<file path="src/fingerprint_scan_regs.svh">
`ifndef FINGERPRINT_SCAN_REGS_SVH
`define FINGERPRINT_SCAN_REGS_SVH
`define IDX_ROW_START_HIGH   8'h00
`define IDX_ROW_START_LOW    8'h01
`define IDX_COL_FIRST        8'h02
`define IDX_ROW_LAST_HIGH    8'h03
`define IDX_ROW_LAST_LOW     8'h04
`define IDX_COL_LAST         8'h05
`define IDX_DRAIN_TIME       8'h06
`define IDX_DRAIN_CURRENT    8'h07
`define IDX_CAPTURE_COMMAND  8'h08
`define IDX_POWER_CLOCK      8'h09
`define IDX_PORT_OUT         8'h0A
`define IDX_CAPTURE_STATUS   8'h0B
`define IDX_AMP_LEVEL        8'h0C
`define IDX_IRQ_CONTROL      8'h0D
`define IDX_IRQ_STATUS       8'h0E
`define IDX_FINGER_TRIP      8'h0F
`define IDX_CHIP_ID_HIGH     8'h10
`define IDX_CHIP_ID_LOW      8'h11
`define IDX_FACTORY_TEST     8'h12
`define CMD_AIN_BIT          3
`define CMD_WINDOW_BIT       2
`define CMD_FULL_BIT         1
`define CMD_LINE_BIT         0
`define PCC_READY_BIT        5
`define PCC_AUTO_BIT         2
`define REG_RESET            8'h00
`define PCC_LOW_RESET        5'h00
`define IMG_ROW_LAST         9'h12B
`define IMG_COL_LAST         8'hFF
`define MODE_USB_EXT_ROM     2'h3
`define ROM_READ_CMD         8'h03
`define ROM_HEADER_LAST      9'h002
`define CLK_KHZ              125000
`define SCK_MAX_KHZ          1000
`define SCK_HALF             ((`CLK_KHZ + 2 * `SCK_MAX_KHZ - 1) / (2 * `SCK_MAX_KHZ))
`define FIRST_VALID_BASE     28
`define NEXT_VALID_MAX       6
`define FIFO_WIDTH           8
`define FIFO_DEPTH           16
`endif

</file>
<file path="src/fingerprint_scan_pkg.sv">
package fingerprint_scan_pkg;
  typedef enum logic [3:0] {
    SCAN_IDLE  = 4'h1,
    SCAN_DRAIN = 4'h2,
    SCAN_CONV  = 4'h4,
    SCAN_HOLD  = 4'h8
  } scan_state_t;
  typedef enum logic [1:0] {
    ROM_IDLE = 2'h1,
    ROM_XFER = 2'h2
  } rom_state_t;
endpackage : fingerprint_scan_pkg

</file>
<file path="src/fingerprint_image_scan_control.sv">
`include "fingerprint_scan_regs.svh"

module scan_result_fifo #(
  parameter int WIDTH = `FIFO_WIDTH,
  parameter int DEPTH = `FIFO_DEPTH
) (
  input  wire logic             clock,
  input  wire logic             rst_n,
  input  wire logic             flush,
  input  wire logic             inValid,
  input  wire logic [WIDTH-1:0] inData,
  output logic                  inReady,
  output logic                  outValid,
  output logic      [WIDTH-1:0] outData,
  input  wire logic             outReady
);
  localparam int AW = $clog2(DEPTH);
  typedef struct packed {
    logic [DEPTH-1:0][WIDTH-1:0] mem;
    logic [AW-1:0]               wrPtr;
    logic [AW-1:0]               rdPtr;
    logic [AW:0]                 count;
  } fifo_state_t;
  fifo_state_t q;
  fifo_state_t next_q;
  logic        doPush;
  logic        doPop;

  assign inReady  = (q.count != (AW+1)'(DEPTH));
  assign outValid = (q.count != '0);
  assign outData  = q.mem[q.rdPtr];

  always_comb begin
    next_q = q;
    doPush = inValid && inReady;
    doPop  = outValid && outReady;
    // A flush also drops a push of the same cycle, since that word belongs to the old scan.
    if (flush) begin
      next_q.wrPtr = '0;
      next_q.rdPtr = '0;
      next_q.count = '0;
    end else begin
      if (doPush) begin
        next_q.mem[q.wrPtr] = inData;
        next_q.wrPtr        = q.wrPtr + 1'b1;
      end
      if (doPop) begin
        next_q.rdPtr = q.rdPtr + 1'b1;
      end
      next_q.count = q.count + {{AW{1'b0}}, doPush} - {{AW{1'b0}}, doPop};
    end
  end

  always_ff @(posedge clock or negedge rst_n) begin
    if (!rst_n) begin
      q <= '0;
    end else begin
      q <= next_q;
    end
  end
endmodule : scan_result_fifo

module fingerprint_image_scan_control
  import fingerprint_scan_pkg::*;
#(
  // Identification values are arbitrary.
  parameter logic [7:0] CHIP_ID_HIGH = 8'h5A,
  parameter logic [7:0] CHIP_ID_LOW  = 8'hA5
) (
  input  wire logic        clock,
  input  wire logic        rst_n,
  input  wire logic [1:0]  modeSel,
  input  wire logic        regSel,
  input  wire logic        hostWrite,
  input  wire logic        hostRead,
  input  wire logic [7:0]  wrData,
  output logic      [7:0]  rdData,
  input  wire logic        adcDone,
  input  wire logic [7:0]  adcResult,
  output logic      [8:0]  rowAddr,
  output logic      [7:0]  colAddr,
  output logic             rowCapture,
  output logic             convStart,
  output logic             analogSel,
  output logic      [6:0]  drainTime,
  output logic      [4:0]  drainCurrent,
  input  wire logic        descFetch,
  input  wire logic [15:0] descAddr,
  input  wire logic [7:0]  descLen,
  output logic      [7:0]  descData,
  output logic             descValid,
  input  wire logic        misoIn,
  output logic             sck,
  output logic             serialSelect_n,
  output logic             mosi,
  output logic             internalOscOff,
  output logic             cpuBusOff,
  output logic             internalRomOff
);
  localparam logic [5:0] HALF_LAST = 6'(`SCK_HALF - 1);
  typedef struct packed {
    scan_state_t scan;
    logic [7:0]  index;
    logic        rowStartTop;
    logic [7:0]  rowStartLow;
    logic [7:0]  colFirst;
    logic        rowLastTop;
    logic [7:0]  rowLastLow;
    logic [7:0]  colLast;
    logic [6:0]  drainTime;
    logic [4:0]  drainCurrent;
    logic [3:0]  command;
    logic [1:0]  modeStrap;
    logic        strapTaken;
    logic [4:0]  pccLow;
    logic [7:0]  portOut;
    logic [7:0]  ampLevel;
    logic [7:0]  irqControl;
    logic [7:0]  irqStatus;
    logic [7:0]  fingerTrip;
    logic [7:0]  factoryTest;
    logic [7:0]  rdData;
    logic [7:0]  lastResult;
    logic        readLevel;
    logic [8:0]  rowAddr;
    logic [8:0]  rowEnd;
    logic [7:0]  colAddr;
    logic [7:0]  colStart;
    logic [7:0]  colEnd;
    logic [6:0]  drainCnt;
    logic        issued;
    logic        convStart;
    logic        rowCapture;
    logic        analogSel;
    logic        internalOscOff;
    logic        cpuBusOff;
    logic        internalRomOff;
    rom_state_t  rom;
    logic [5:0]  halfCnt;
    logic        sck;
    logic        selN;
    logic        mosi;
    logic [7:0]  shift;
    logic [2:0]  bitCnt;
    logic [8:0]  byteIdx;
    logic [8:0]  byteLast;
    logic [15:0] romAddr;
    logic [7:0]  descData;
    logic        descValid;
    logic [6:0]  lowRun;
  } ctrl_state_t;
  ctrl_state_t q;
  ctrl_state_t next_q;
  logic        readEdge;
  logic        cmdWrite;
  logic        single;
  logic        lastPixel;
  logic        converting;
  logic        fifoInValid;
  logic        fifoInReady;
  logic        fifoOutValid;
  logic [7:0]  fifoOutData;
  logic        fifoPop;
  logic [7:0]  readValue;
  logic [7:0]  nextTx;

  assign readEdge    = hostRead && !q.readLevel;
  assign cmdWrite    = hostWrite && regSel && (q.index == `IDX_CAPTURE_COMMAND);
  assign single      = (wrData[2:0] != 3'h0) && ((wrData[2:0] & (wrData[2:0] - 3'h1)) == 3'h0);
  assign lastPixel   = (q.rowAddr == q.rowEnd) && (q.colAddr == q.colEnd);
  assign converting  = (q.scan == SCAN_DRAIN) || (q.scan == SCAN_CONV);
  assign fifoInValid = (q.scan == SCAN_CONV) && q.issued && adcDone;
  assign fifoPop     = readEdge && regSel && (q.index == `IDX_CAPTURE_COMMAND);

  // Results queue here so a slow host never loses a converted pixel.
  scan_result_fifo #(
    .WIDTH (`FIFO_WIDTH),
    .DEPTH (`FIFO_DEPTH)
  ) resultQueue (
    .clock    (clock),
    .rst_n    (rst_n),
    .flush    (cmdWrite && single),
    .inValid  (fifoInValid),
    .inData   (adcResult),
    .inReady  (fifoInReady),
    .outValid (fifoOutValid),
    .outData  (fifoOutData),
    .outReady (fifoPop)
  );

  always_comb begin
    readValue = 8'h00;
    if (q.index == `IDX_ROW_START_HIGH) begin
      readValue = {7'h00, q.rowStartTop};
    end else if (q.index == `IDX_ROW_START_LOW) begin
      readValue = q.rowStartLow;
    end else if (q.index == `IDX_COL_FIRST) begin
      readValue = q.colFirst;
    end else if (q.index == `IDX_ROW_LAST_HIGH) begin
      readValue = {7'h00, q.rowLastTop};
    end else if (q.index == `IDX_ROW_LAST_LOW) begin
      readValue = q.rowLastLow;
    end else if (q.index == `IDX_COL_LAST) begin
      readValue = q.colLast;
    end else if (q.index == `IDX_DRAIN_TIME) begin
      readValue = {1'b0, q.drainTime};
    end else if (q.index == `IDX_DRAIN_CURRENT) begin
      readValue = {3'h0, q.drainCurrent};
    end else if (q.index == `IDX_CAPTURE_COMMAND) begin
      readValue = fifoOutValid ? fifoOutData : q.lastResult;
    end else if (q.index == `IDX_POWER_CLOCK) begin
      readValue = {q.modeStrap, !converting, q.pccLow};
    end else if (q.index == `IDX_PORT_OUT) begin
      readValue = q.portOut;
    end else if (q.index == `IDX_CAPTURE_STATUS) begin
      readValue = {4'h0, q.command};
    end else if (q.index == `IDX_AMP_LEVEL) begin
      readValue = q.ampLevel;
    end else if (q.index == `IDX_IRQ_CONTROL) begin
      readValue = q.irqControl;
    end else if (q.index == `IDX_IRQ_STATUS) begin
      readValue = q.irqStatus;
    end else if (q.index == `IDX_FINGER_TRIP) begin
      readValue = q.fingerTrip;
    end else if (q.index == `IDX_CHIP_ID_HIGH) begin
      readValue = CHIP_ID_HIGH;
    end else if (q.index == `IDX_CHIP_ID_LOW) begin
      readValue = CHIP_ID_LOW;
    end else if (q.index == `IDX_FACTORY_TEST) begin
      readValue = q.factoryTest;
    end
  end

  always_comb begin
    next_q            = q;
    next_q.convStart  = 1'b0;
    next_q.rowCapture = 1'b0;
    next_q.descValid  = 1'b0;
    next_q.readLevel  = hostRead;
    next_q.lowRun     = q.sck ? 7'h00 : q.lowRun + 7'h01;
    nextTx            = 8'h00;
    // The strap is caught on the first edge after reset release, never inside the reset.
    if (!q.strapTaken) begin
      next_q.modeStrap  = modeSel;
      next_q.strapTaken = 1'b1;
    end
    next_q.internalOscOff = q.strapTaken && (q.modeStrap == `MODE_USB_EXT_ROM);
    next_q.cpuBusOff      = q.strapTaken && (q.modeStrap == `MODE_USB_EXT_ROM);
    next_q.internalRomOff = q.strapTaken && (q.modeStrap == `MODE_USB_EXT_ROM);
    if (readEdge) begin
      next_q.rdData = regSel ? readValue : q.index;
    end
    if (fifoPop && fifoOutValid) begin
      next_q.lastResult = fifoOutData;
    end
    if (hostWrite && !regSel) begin
      next_q.index = wrData;
    end else if (hostWrite) begin
      if (q.index == `IDX_ROW_START_HIGH) begin
        next_q.rowStartTop = wrData[0];
      end else if (q.index == `IDX_ROW_START_LOW) begin
        next_q.rowStartLow = wrData;
      end else if (q.index == `IDX_COL_FIRST) begin
        next_q.colFirst = wrData;
      end else if (q.index == `IDX_ROW_LAST_HIGH) begin
        next_q.rowLastTop = wrData[0];
      end else if (q.index == `IDX_ROW_LAST_LOW) begin
        next_q.rowLastLow = wrData;
      end else if (q.index == `IDX_COL_LAST) begin
        next_q.colLast = wrData;
      end else if (q.index == `IDX_DRAIN_TIME) begin
        next_q.drainTime = wrData[6:0];
      end else if (q.index == `IDX_DRAIN_CURRENT) begin
        next_q.drainCurrent = wrData[4:0];
      end else if (q.index == `IDX_POWER_CLOCK) begin
        next_q.pccLow = wrData[4:0];
      end else if (q.index == `IDX_PORT_OUT) begin
        next_q.portOut = wrData;
      end else if (q.index == `IDX_AMP_LEVEL) begin
        next_q.ampLevel = wrData;
      end else if (q.index == `IDX_IRQ_CONTROL) begin
        next_q.irqControl = wrData;
      end else if (q.index == `IDX_IRQ_STATUS) begin
        next_q.irqStatus = wrData;
      end else if (q.index == `IDX_FINGER_TRIP) begin
        next_q.fingerTrip = wrData;
      end else if (q.index == `IDX_FACTORY_TEST) begin
        next_q.factoryTest = wrData;
      end
    end

    case (q.scan)
      SCAN_DRAIN: begin
        if (q.drainCnt == 7'h00) begin
          next_q.scan   = SCAN_CONV;
          next_q.issued = 1'b0;
        end else begin
          next_q.drainCnt = q.drainCnt - 7'h01;
        end
      end
      SCAN_CONV: begin
        // Holding the start while the queue is full keeps back-pressure on the converter.
        if (!q.issued && fifoInReady) begin
          next_q.convStart = 1'b1;
          next_q.issued    = 1'b1;
        end else if (fifoInValid) begin
          next_q.scan = SCAN_HOLD;
        end
      end
      SCAN_HOLD: begin
        if (fifoPop) begin
          next_q.scan   = SCAN_CONV;
          next_q.issued = 1'b0;
          if (q.pccLow[`PCC_AUTO_BIT]) begin
            if (lastPixel) begin
              next_q.scan = SCAN_IDLE;
            end else if (q.colAddr == q.colEnd) begin
              next_q.colAddr    = q.colStart;
              next_q.rowAddr    = q.rowAddr + 9'h001;
              next_q.rowCapture = 1'b1;
            end else begin
              next_q.colAddr = q.colAddr + 8'h01;
            end
          end
        end
      end
      default: begin
      end
    endcase

    if (cmdWrite) begin
      if (single) begin
        next_q.command    = wrData[3:0];
        next_q.analogSel  = wrData[`CMD_AIN_BIT];
        next_q.scan       = SCAN_DRAIN;
        next_q.drainCnt   = q.drainTime;
        next_q.issued     = 1'b0;
        next_q.rowCapture = 1'b1;
        next_q.rowAddr    = {q.rowStartTop, q.rowStartLow};
        next_q.rowEnd     = {q.rowStartTop, q.rowStartLow};
        next_q.colAddr    = 8'h00;
        next_q.colStart   = 8'h00;
        next_q.colEnd     = `IMG_COL_LAST;
        if (wrData[`CMD_FULL_BIT]) begin
          next_q.rowAddr = 9'h000;
          next_q.rowEnd  = `IMG_ROW_LAST;
        end else if (wrData[`CMD_WINDOW_BIT]) begin
          next_q.rowEnd   = {q.rowLastTop, q.rowLastLow};
          next_q.colAddr  = q.colFirst;
          next_q.colStart = q.colFirst;
          next_q.colEnd   = q.colLast;
        end
      end else if (wrData[2:0] == 3'h0) begin
        next_q.command[`CMD_AIN_BIT] = 1'b0;
        next_q.analogSel             = 1'b0;
      end
    end

    case (q.rom)
      ROM_IDLE: begin
        if (descFetch && q.internalRomOff) begin
          next_q.rom      = ROM_XFER;
          next_q.selN     = 1'b0;
          next_q.shift    = `ROM_READ_CMD;
          next_q.bitCnt   = 3'h0;
          next_q.byteIdx  = 9'h000;
          next_q.byteLast = `ROM_HEADER_LAST + {1'b0, descLen};
          next_q.romAddr  = descAddr;
          next_q.halfCnt  = HALF_LAST;
        end
      end
      ROM_XFER: begin
        if (q.halfCnt != 6'h00) begin
          next_q.halfCnt = q.halfCnt - 6'h01;
        end else begin
          next_q.halfCnt = HALF_LAST;
          if (q.sck) begin
            next_q.sck  = 1'b0;
            next_q.mosi = q.shift[7];
          end else begin
            next_q.sck    = 1'b1;
            next_q.shift  = {q.shift[6:0], misoIn};
            next_q.bitCnt = q.bitCnt + 3'h1;
            if (q.bitCnt == 3'h7) begin
              if (q.byteIdx > `ROM_HEADER_LAST) begin
                next_q.descData  = {q.shift[6:0], misoIn};
                next_q.descValid = 1'b1;
              end
              if (q.byteIdx == q.byteLast) begin
                next_q.rom  = ROM_IDLE;
                next_q.selN = 1'b1;
              end else begin
                if (q.byteIdx == 9'h000) begin
                  nextTx = q.romAddr[15:8];
                end else if (q.byteIdx == 9'h001) begin
                  nextTx = q.romAddr[7:0];
                end
                next_q.byteIdx = q.byteIdx + 9'h001;
                next_q.shift   = nextTx;
              end
            end
          end
        end
      end
      default: begin
        next_q.rom = ROM_IDLE;
      end
    endcase
  end

  always_ff @(posedge clock or negedge rst_n) begin
    if (!rst_n) begin
      q      <= '0;
      q.scan <= SCAN_IDLE;
      q.rom  <= ROM_IDLE;
      q.sck  <= 1'b1;
      q.selN <= 1'b1;
    end else begin
      q <= next_q;
    end
  end

  assign rdData         = q.rdData;
  assign rowAddr        = q.rowAddr;
  assign colAddr        = q.colAddr;
  assign rowCapture     = q.rowCapture;
  assign convStart      = q.convStart;
  assign analogSel      = q.analogSel;
  assign drainTime      = q.drainTime;
  assign drainCurrent   = q.drainCurrent;
  assign descData       = q.descData;
  assign descValid      = q.descValid;
  assign sck            = q.sck;
  assign serialSelect_n = q.selN;
  assign mosi           = q.mosi;
  assign internalOscOff = q.internalOscOff;
  assign cpuBusOff      = q.cpuBusOff;
  assign internalRomOff = q.internalRomOff;

  property p_romIdleHigh;
    @(posedge clock) disable iff (!rst_n) (q.rom == ROM_IDLE) |-> (q.sck && q.selN);
  endproperty
  a_romIdleHigh: assert property (p_romIdleHigh) else $error("serial clock not idle high");

  property p_sckLow;
    @(posedge clock) disable iff (!rst_n) $rose(q.sck) |-> (q.lowRun == 7'(`SCK_HALF));
  endproperty
  a_sckLow: assert property (p_sckLow) else $error("serial clock low phase too short");

  property p_mosiFalling;
    @(posedge clock) disable iff (!rst_n)
      (!q.selN && !$past(q.selN) && !$fell(q.sck)) |-> $stable(q.mosi);
  endproperty
  a_mosiFalling: assert property (p_mosiFalling) else $error("data moved off falling edge");

  property p_multiStart;
    @(posedge clock) disable iff (!rst_n)
      (cmdWrite && !single && (wrData[2:0] != 3'h0) && !readEdge)
        |=> (!q.rowCapture && $stable(q.rowAddr) && $stable(q.colAddr));
  endproperty
  a_multiStart: assert property (p_multiStart) else $error("scan started on bad command");

  property p_zeroWrite;
    @(posedge clock) disable iff (!rst_n)
      (cmdWrite && (wrData[2:0] == 3'h0) && !readEdge)
        |=> (!q.analogSel && $stable(q.rowAddr) && $stable(q.colAddr));
  endproperty
  a_zeroWrite: assert property (p_zeroWrite) else $error("zero command disturbed scan");

  property p_fullStart;
    @(posedge clock) disable iff (!rst_n) (cmdWrite && (wrData[2:0] == 3'h2))
      |=> (q.rowAddr == 9'h000 && q.colAddr == 8'h00 && q.rowEnd == `IMG_ROW_LAST
           && q.colEnd == `IMG_COL_LAST && q.rowCapture ##1 q.scan != SCAN_IDLE);
  endproperty
  a_fullStart: assert property (p_fullStart) else $error("full scan bounds wrong");

  property p_lineStart;
    @(posedge clock) disable iff (!rst_n) (cmdWrite && (wrData[2:0] == 3'h1))
      |=> (q.rowAddr == {$past(q.rowStartTop), $past(q.rowStartLow)} && q.colAddr == 8'h00);
  endproperty
  a_lineStart: assert property (p_lineStart) else $error("line scan start wrong");

  property p_windowStart;
    @(posedge clock) disable iff (!rst_n) (cmdWrite && (wrData[2:0] == 3'h4))
      |=> (q.colAddr == $past(q.colFirst) && q.colEnd == $past(q.colLast) && q.scan == SCAN_DRAIN);
  endproperty
  a_windowStart: assert property (p_windowStart) else $error("window scan start wrong");

  property p_finish;
    @(posedge clock) disable iff (!rst_n)
      (q.scan == SCAN_HOLD && fifoPop && lastPixel && q.pccLow[`PCC_AUTO_BIT] && !cmdWrite)
        |=> (q.scan == SCAN_IDLE) ##1 !q.convStart;
  endproperty
  a_finish: assert property (p_finish) else $error("scan ran past its last pixel");

  property p_readyBit;
    @(posedge clock) disable iff (!rst_n)
      (readEdge && regSel && q.index == `IDX_POWER_CLOCK)
        |=> (q.rdData[`PCC_READY_BIT] == ($past(q.scan) == SCAN_IDLE || $past(q.scan) == SCAN_HOLD));
  endproperty
  a_readyBit: assert property (p_readyBit) else $error("ready bit wrong");

  property p_romMode;
    @(posedge clock) disable iff (!rst_n) ($past(q.strapTaken) && q.modeStrap == `MODE_USB_EXT_ROM)
      |-> (q.internalOscOff && q.cpuBusOff && q.internalRomOff);
  endproperty
  a_romMode: assert property (p_romMode) else $error("external rom mode not applied");
endmodule : fingerprint_image_scan_control

</file>
<file path="config.mk">
export PLATFORM = sky130hd
export DESIGN_NAME = fingerprint_image_scan_control
export DESIGN_NICKNAME = d
export VERILOG_FILES = /design/src/fingerprint_scan_pkg.sv /design/src/fingerprint_image_scan_control.sv
export VERILOG_INCLUDE_DIRS = /design/src
export SDC_FILE = /design/constraint.sdc
export NUM_CORES = 1
export LEC_CHECK = 0
export ABC_AREA = 0
export BUFFER_PORTS_ARGS = -buffer_cell sky130_fd_sc_hd__buf_2
export CORE_MARGIN = 2
export CORE_UTILIZATION = 61
export DETAILED_ROUTE_END_ITERATION = 12
export GPL_TIMING_DRIVEN = 0
export PLACE_DENSITY = 0.9
export SLEW_MARGIN = 10
export SYNTH_ARGS = -nofsm -noshare
export SYNTH_HDL_FRONTEND = slang
export SYNTH_SLANG_ARGS = --single-unit
</file>
<file path="constraint.sdc">
create_clock -name clock -period 7.3 [get_ports clock]
set_clock_uncertainty 0.1 [all_clocks]
set_input_delay 0 -clock clock [delete_from_list [all_inputs] [get_ports clock]]
set_output_delay 0 -clock clock [all_outputs]
set_load 0.02 [all_outputs]
</file>
==> impl_results.md <==
- Worst hold path endpoint: q[128]$_DFF_PN0_
- Ys async rst share: 1.00
- Worst skew pair latency: 570 ps
- Clock sinks: 394
- Net Sw Frac: 0.276
- Final ANT Viol Nets: 0
- Final setup margin: 3390 ps
- Largest cells by area after synthesis: dfrtp_1 (49%), mux2_2 (14%), nand2_1 (3.9%)
- Peak VDD IR: 0.000205 V
- DP Worst Slack: 3520 ps
- Switch Pwr: 1.49 mW
- R2R setup slack: 3390 ps
- Iter 0 DRT Violations: 1,858
- Die height: 185 um
- Comb power frac: 0.141
- Placed Cells: 2,367
- Hold Crit Class: in -> reg
- Final hold viol count: 0
- Die Wd: 185 um
- Routed WL: 60,500 um
- Die area: 0.0340 mm2
- IO Port Bufs: 104
- Root Driver: clkbuf_16
- WS Path Type: reg -> reg
- WL/cell: 24.2 um
- Sequential area share after synthesis: 0.496
- Worst-Margin Slew: 1220 ps
- Sequential share of power: 0.444
- Vias: 16,200
- Status: finished clean
- Routability cong.: 0.991
- Hold Path Cell Cnt: 2
- Mean Syn Cell Area: 10.9 um2
- Antenna violations before repair: 1
- Final critical-path required period: 3910 ps
- Final Max Slew Viols: 0
- Fin Setup TNS: 0 ps
- Most used DFF post-synth: dfrtp_1
- Mapped Area: 0.0199 mm2
- Num rows: 66
- Drt pass-1 iters: 6
- Synth top area share: 0.491
- Global-route wire length before repair: 92,600 um
- Clk pwr share: 0.416
- GRT Overall Usage: 0.360
- Design area: 0.0231 mm2
- Synth Instances: 1,817
- Max H-tree Level: 2
- Placed cell area: 0.0211 mm2
- Worst Path Arrival: 4190 ps
- Share of layout cells above drive strength 1: 0.272
- HPWL after DPL: 39,700 um
- Max Cap Viol: 0
- R2R depth: 6
- Routed vias/inst: 6.49
- Internal power: 3.90 mW
- Yosys warnings: 0
- Startpoint Class: flop
- CTS tree: yes
- Overall Power: 5.39 mW
- Critical path endpoint category: flop
- Tcrit/Tclk final: 0.535
- Vias in the first global route: 16,200
- Leak: 10.9 nW
- Maximum fanout along the worst path: 10
- Yosys cell types: 79
- Final setup violation count: 0
- WP data required: 7590 ps
- Slew headroom: 0.168
- Initial core utilization: 0.616
- End-of-flow core utilization: 0.715
- Worst flop-to-flop path endpoint: rdData[1]$_DFFE_PN0P_
- Syn_nets: 1,891
- WHS: 39.9 ps
- Yosys reg bits: 394
- Num ports: 105
- CTS Buf Count: 43
- Worst min-delay path startpoint: hostRead
- Clock slew at reported path FFs: 70 ps
- Finished Layout Cells: 2,499
- DRC viols: 0
- FF-to-FF Start: resultQueue.q[6]$_DFFE_PN0P_
- Number of synthesized flops with an enable pin: 0
- Core area: 0.0323 mm2
- PD cells: 233 mW/mm2
- Final net count: 2,100
- Area leader, netlist: dfrtp_1
- Area Overhead vs Synth: 16.2%
- Fmax achieved: 0.256 GHz
- CTS Buffer Depth: 3
- RSZ-0062 raised after global routing: no
- Overflow after GRT: 0
- Largest net degree at the start of global routing: 102
## layer usage
metal | track usage | vias up | part of all wire
met5 | 0 | - | 0
met4 | 0.187 | 0 | 0.055
met3 | 0.0719 | 277 | 0.094
met2 | 0.574 | 1069 | 0.47
met1 | 0.469 | 8028 | 0.38
li1 | - | 6855 | -
## state kept, by name, indices dropped and copies added (netlist names), 5 cells and up
signal,cells
resultQueue.q,141
descData,8
drainCurrent,5
drainTime,7
rowAddr,9
rdData,8
q,200
colAddr,8
## synthesized netlist by cell type, types with 19 or more instances
cell	instances
a21oi_1	84
buf_4	47
clkbuf_1	84
dfrtp_1	390
ha_1	23
inv_1	34
mux2_2	243
mux2i_1	28
mux4_2	33
nand2_1	209
nand3_1	49
nand4_1	19
nor2_1	101
nor3_1	41
o21ai_0	85
xnor2_1	30
xor2_1	30
## layout make-up
type	instances	area (um2)
flip-flops and latches	394	9860
clock inverters	17	206
diodes	1	2.50
clock buffers	58	1230
repair buffers	164	1220
fillers	2090	9200
multi-input cells	1230	9090
plain buffers	159	796
inverters	34	128
well taps	442	553
## power by group through the flow
stage / combinational [mW] / clock (mW) / sequential, mW
5_1_grt: 0.816 / 2.34 / 2.40
4_1_cts: 0.740 / 2.24 / 2.38
6_report: 0.758 / 2.24 / 2.39
2_1_floorplan: 0.476 / 0 / 2.38
3_5_place_dp: 0.709 / 0 / 2.42
3_3_place_gp: 0.675 / 0 / 2.42
## logic make-up (layout without fill, tap and decap cells)
family                   after synthesis  in the layout  synth area share
multiplexers                         304            304             0.189
AO/OA/AOI/OAI                        298            298            0.0937
AND/OR/NAND/NOR                      543            543             0.132
other                                  1              2          0.000189
buffers and inverters                193            432            0.0465
adder cells (fa/ha/maj)               24             24            0.0155
flip-flops                           394            394             0.496
XOR/XNOR                              60             60            0.0264
## critical path, cell delays in order (launching register included)
cell and delay (ps):
dfrtp_1 420, clkbuf_1 660, clkbuf_1 620, mux2i_1 300, o21ai_0 240, a2111oi_0 1140, o21ai_0 230
## worst max-delay path by stage
stage | start | endpoint | slack [ps] | cells after the start
after global placement | rst_n | q[156]$_DFFE_PN0P_ | -1230 | 1
final | resultQueue.q[6]$_DFFE_PN0P_ | rdData[1]$_DFFE_PN0P_ | 3390 | 6
after floorplan | q[255]$_DFFE_PN0P_ | resultQueue.q[4]$_DFF_PN0_ | 4310 | 12
after global routing | q[255]$_DFFE_PN0P_ | resultQueue.q[4]$_DFF_PN0_ | 3240 | 12
after CTS | q[255]$_DFFE_PN0P_ | resultQueue.q[4]$_DFF_PN0_ | 3500 | 12
after detailed placement | q[255]$_DFFE_PN0P_ | resultQueue.q[4]$_DFF_PN0_ | 3520 | 12
## cells in the final DEF, fill, tap and decap left out, types with 10 or more instances in the layout
cell type	count
nand4_1	19
dfrtp_1	390
nor4_1	11
a31oi_1	12
a21oi_1	84
mux2_2	243
dlygate4sd3_1	55
mux2i_1	28
mux4_2	33
buf_4	47
nand2_1	209
o22ai_1	11
nand2_2	12
buf_2	121
inv_1	34
a22oi_1	14
nor2b_1	14
clkbuf_8	10
a211oi_1	10
o31ai_1	16
ha_1	23
nor2_1	101
or3_1	11
nand3_1	49
o21ai_0	85
buf_1	10
clkbuf_16	43
nor3_1	41
and3_1	14
clkbuf_1	89
xor2_1	30
xnor2_1	30
nand2b_1	12
## timing repair
action | in CTS | in global routing
hold buffers | 56 | 0
buffers inserted | 0 | 0
endpoints found under the hold margin | 251 | 0
resized for setup | 0 | 0
(Power assumes the default switching activity.)
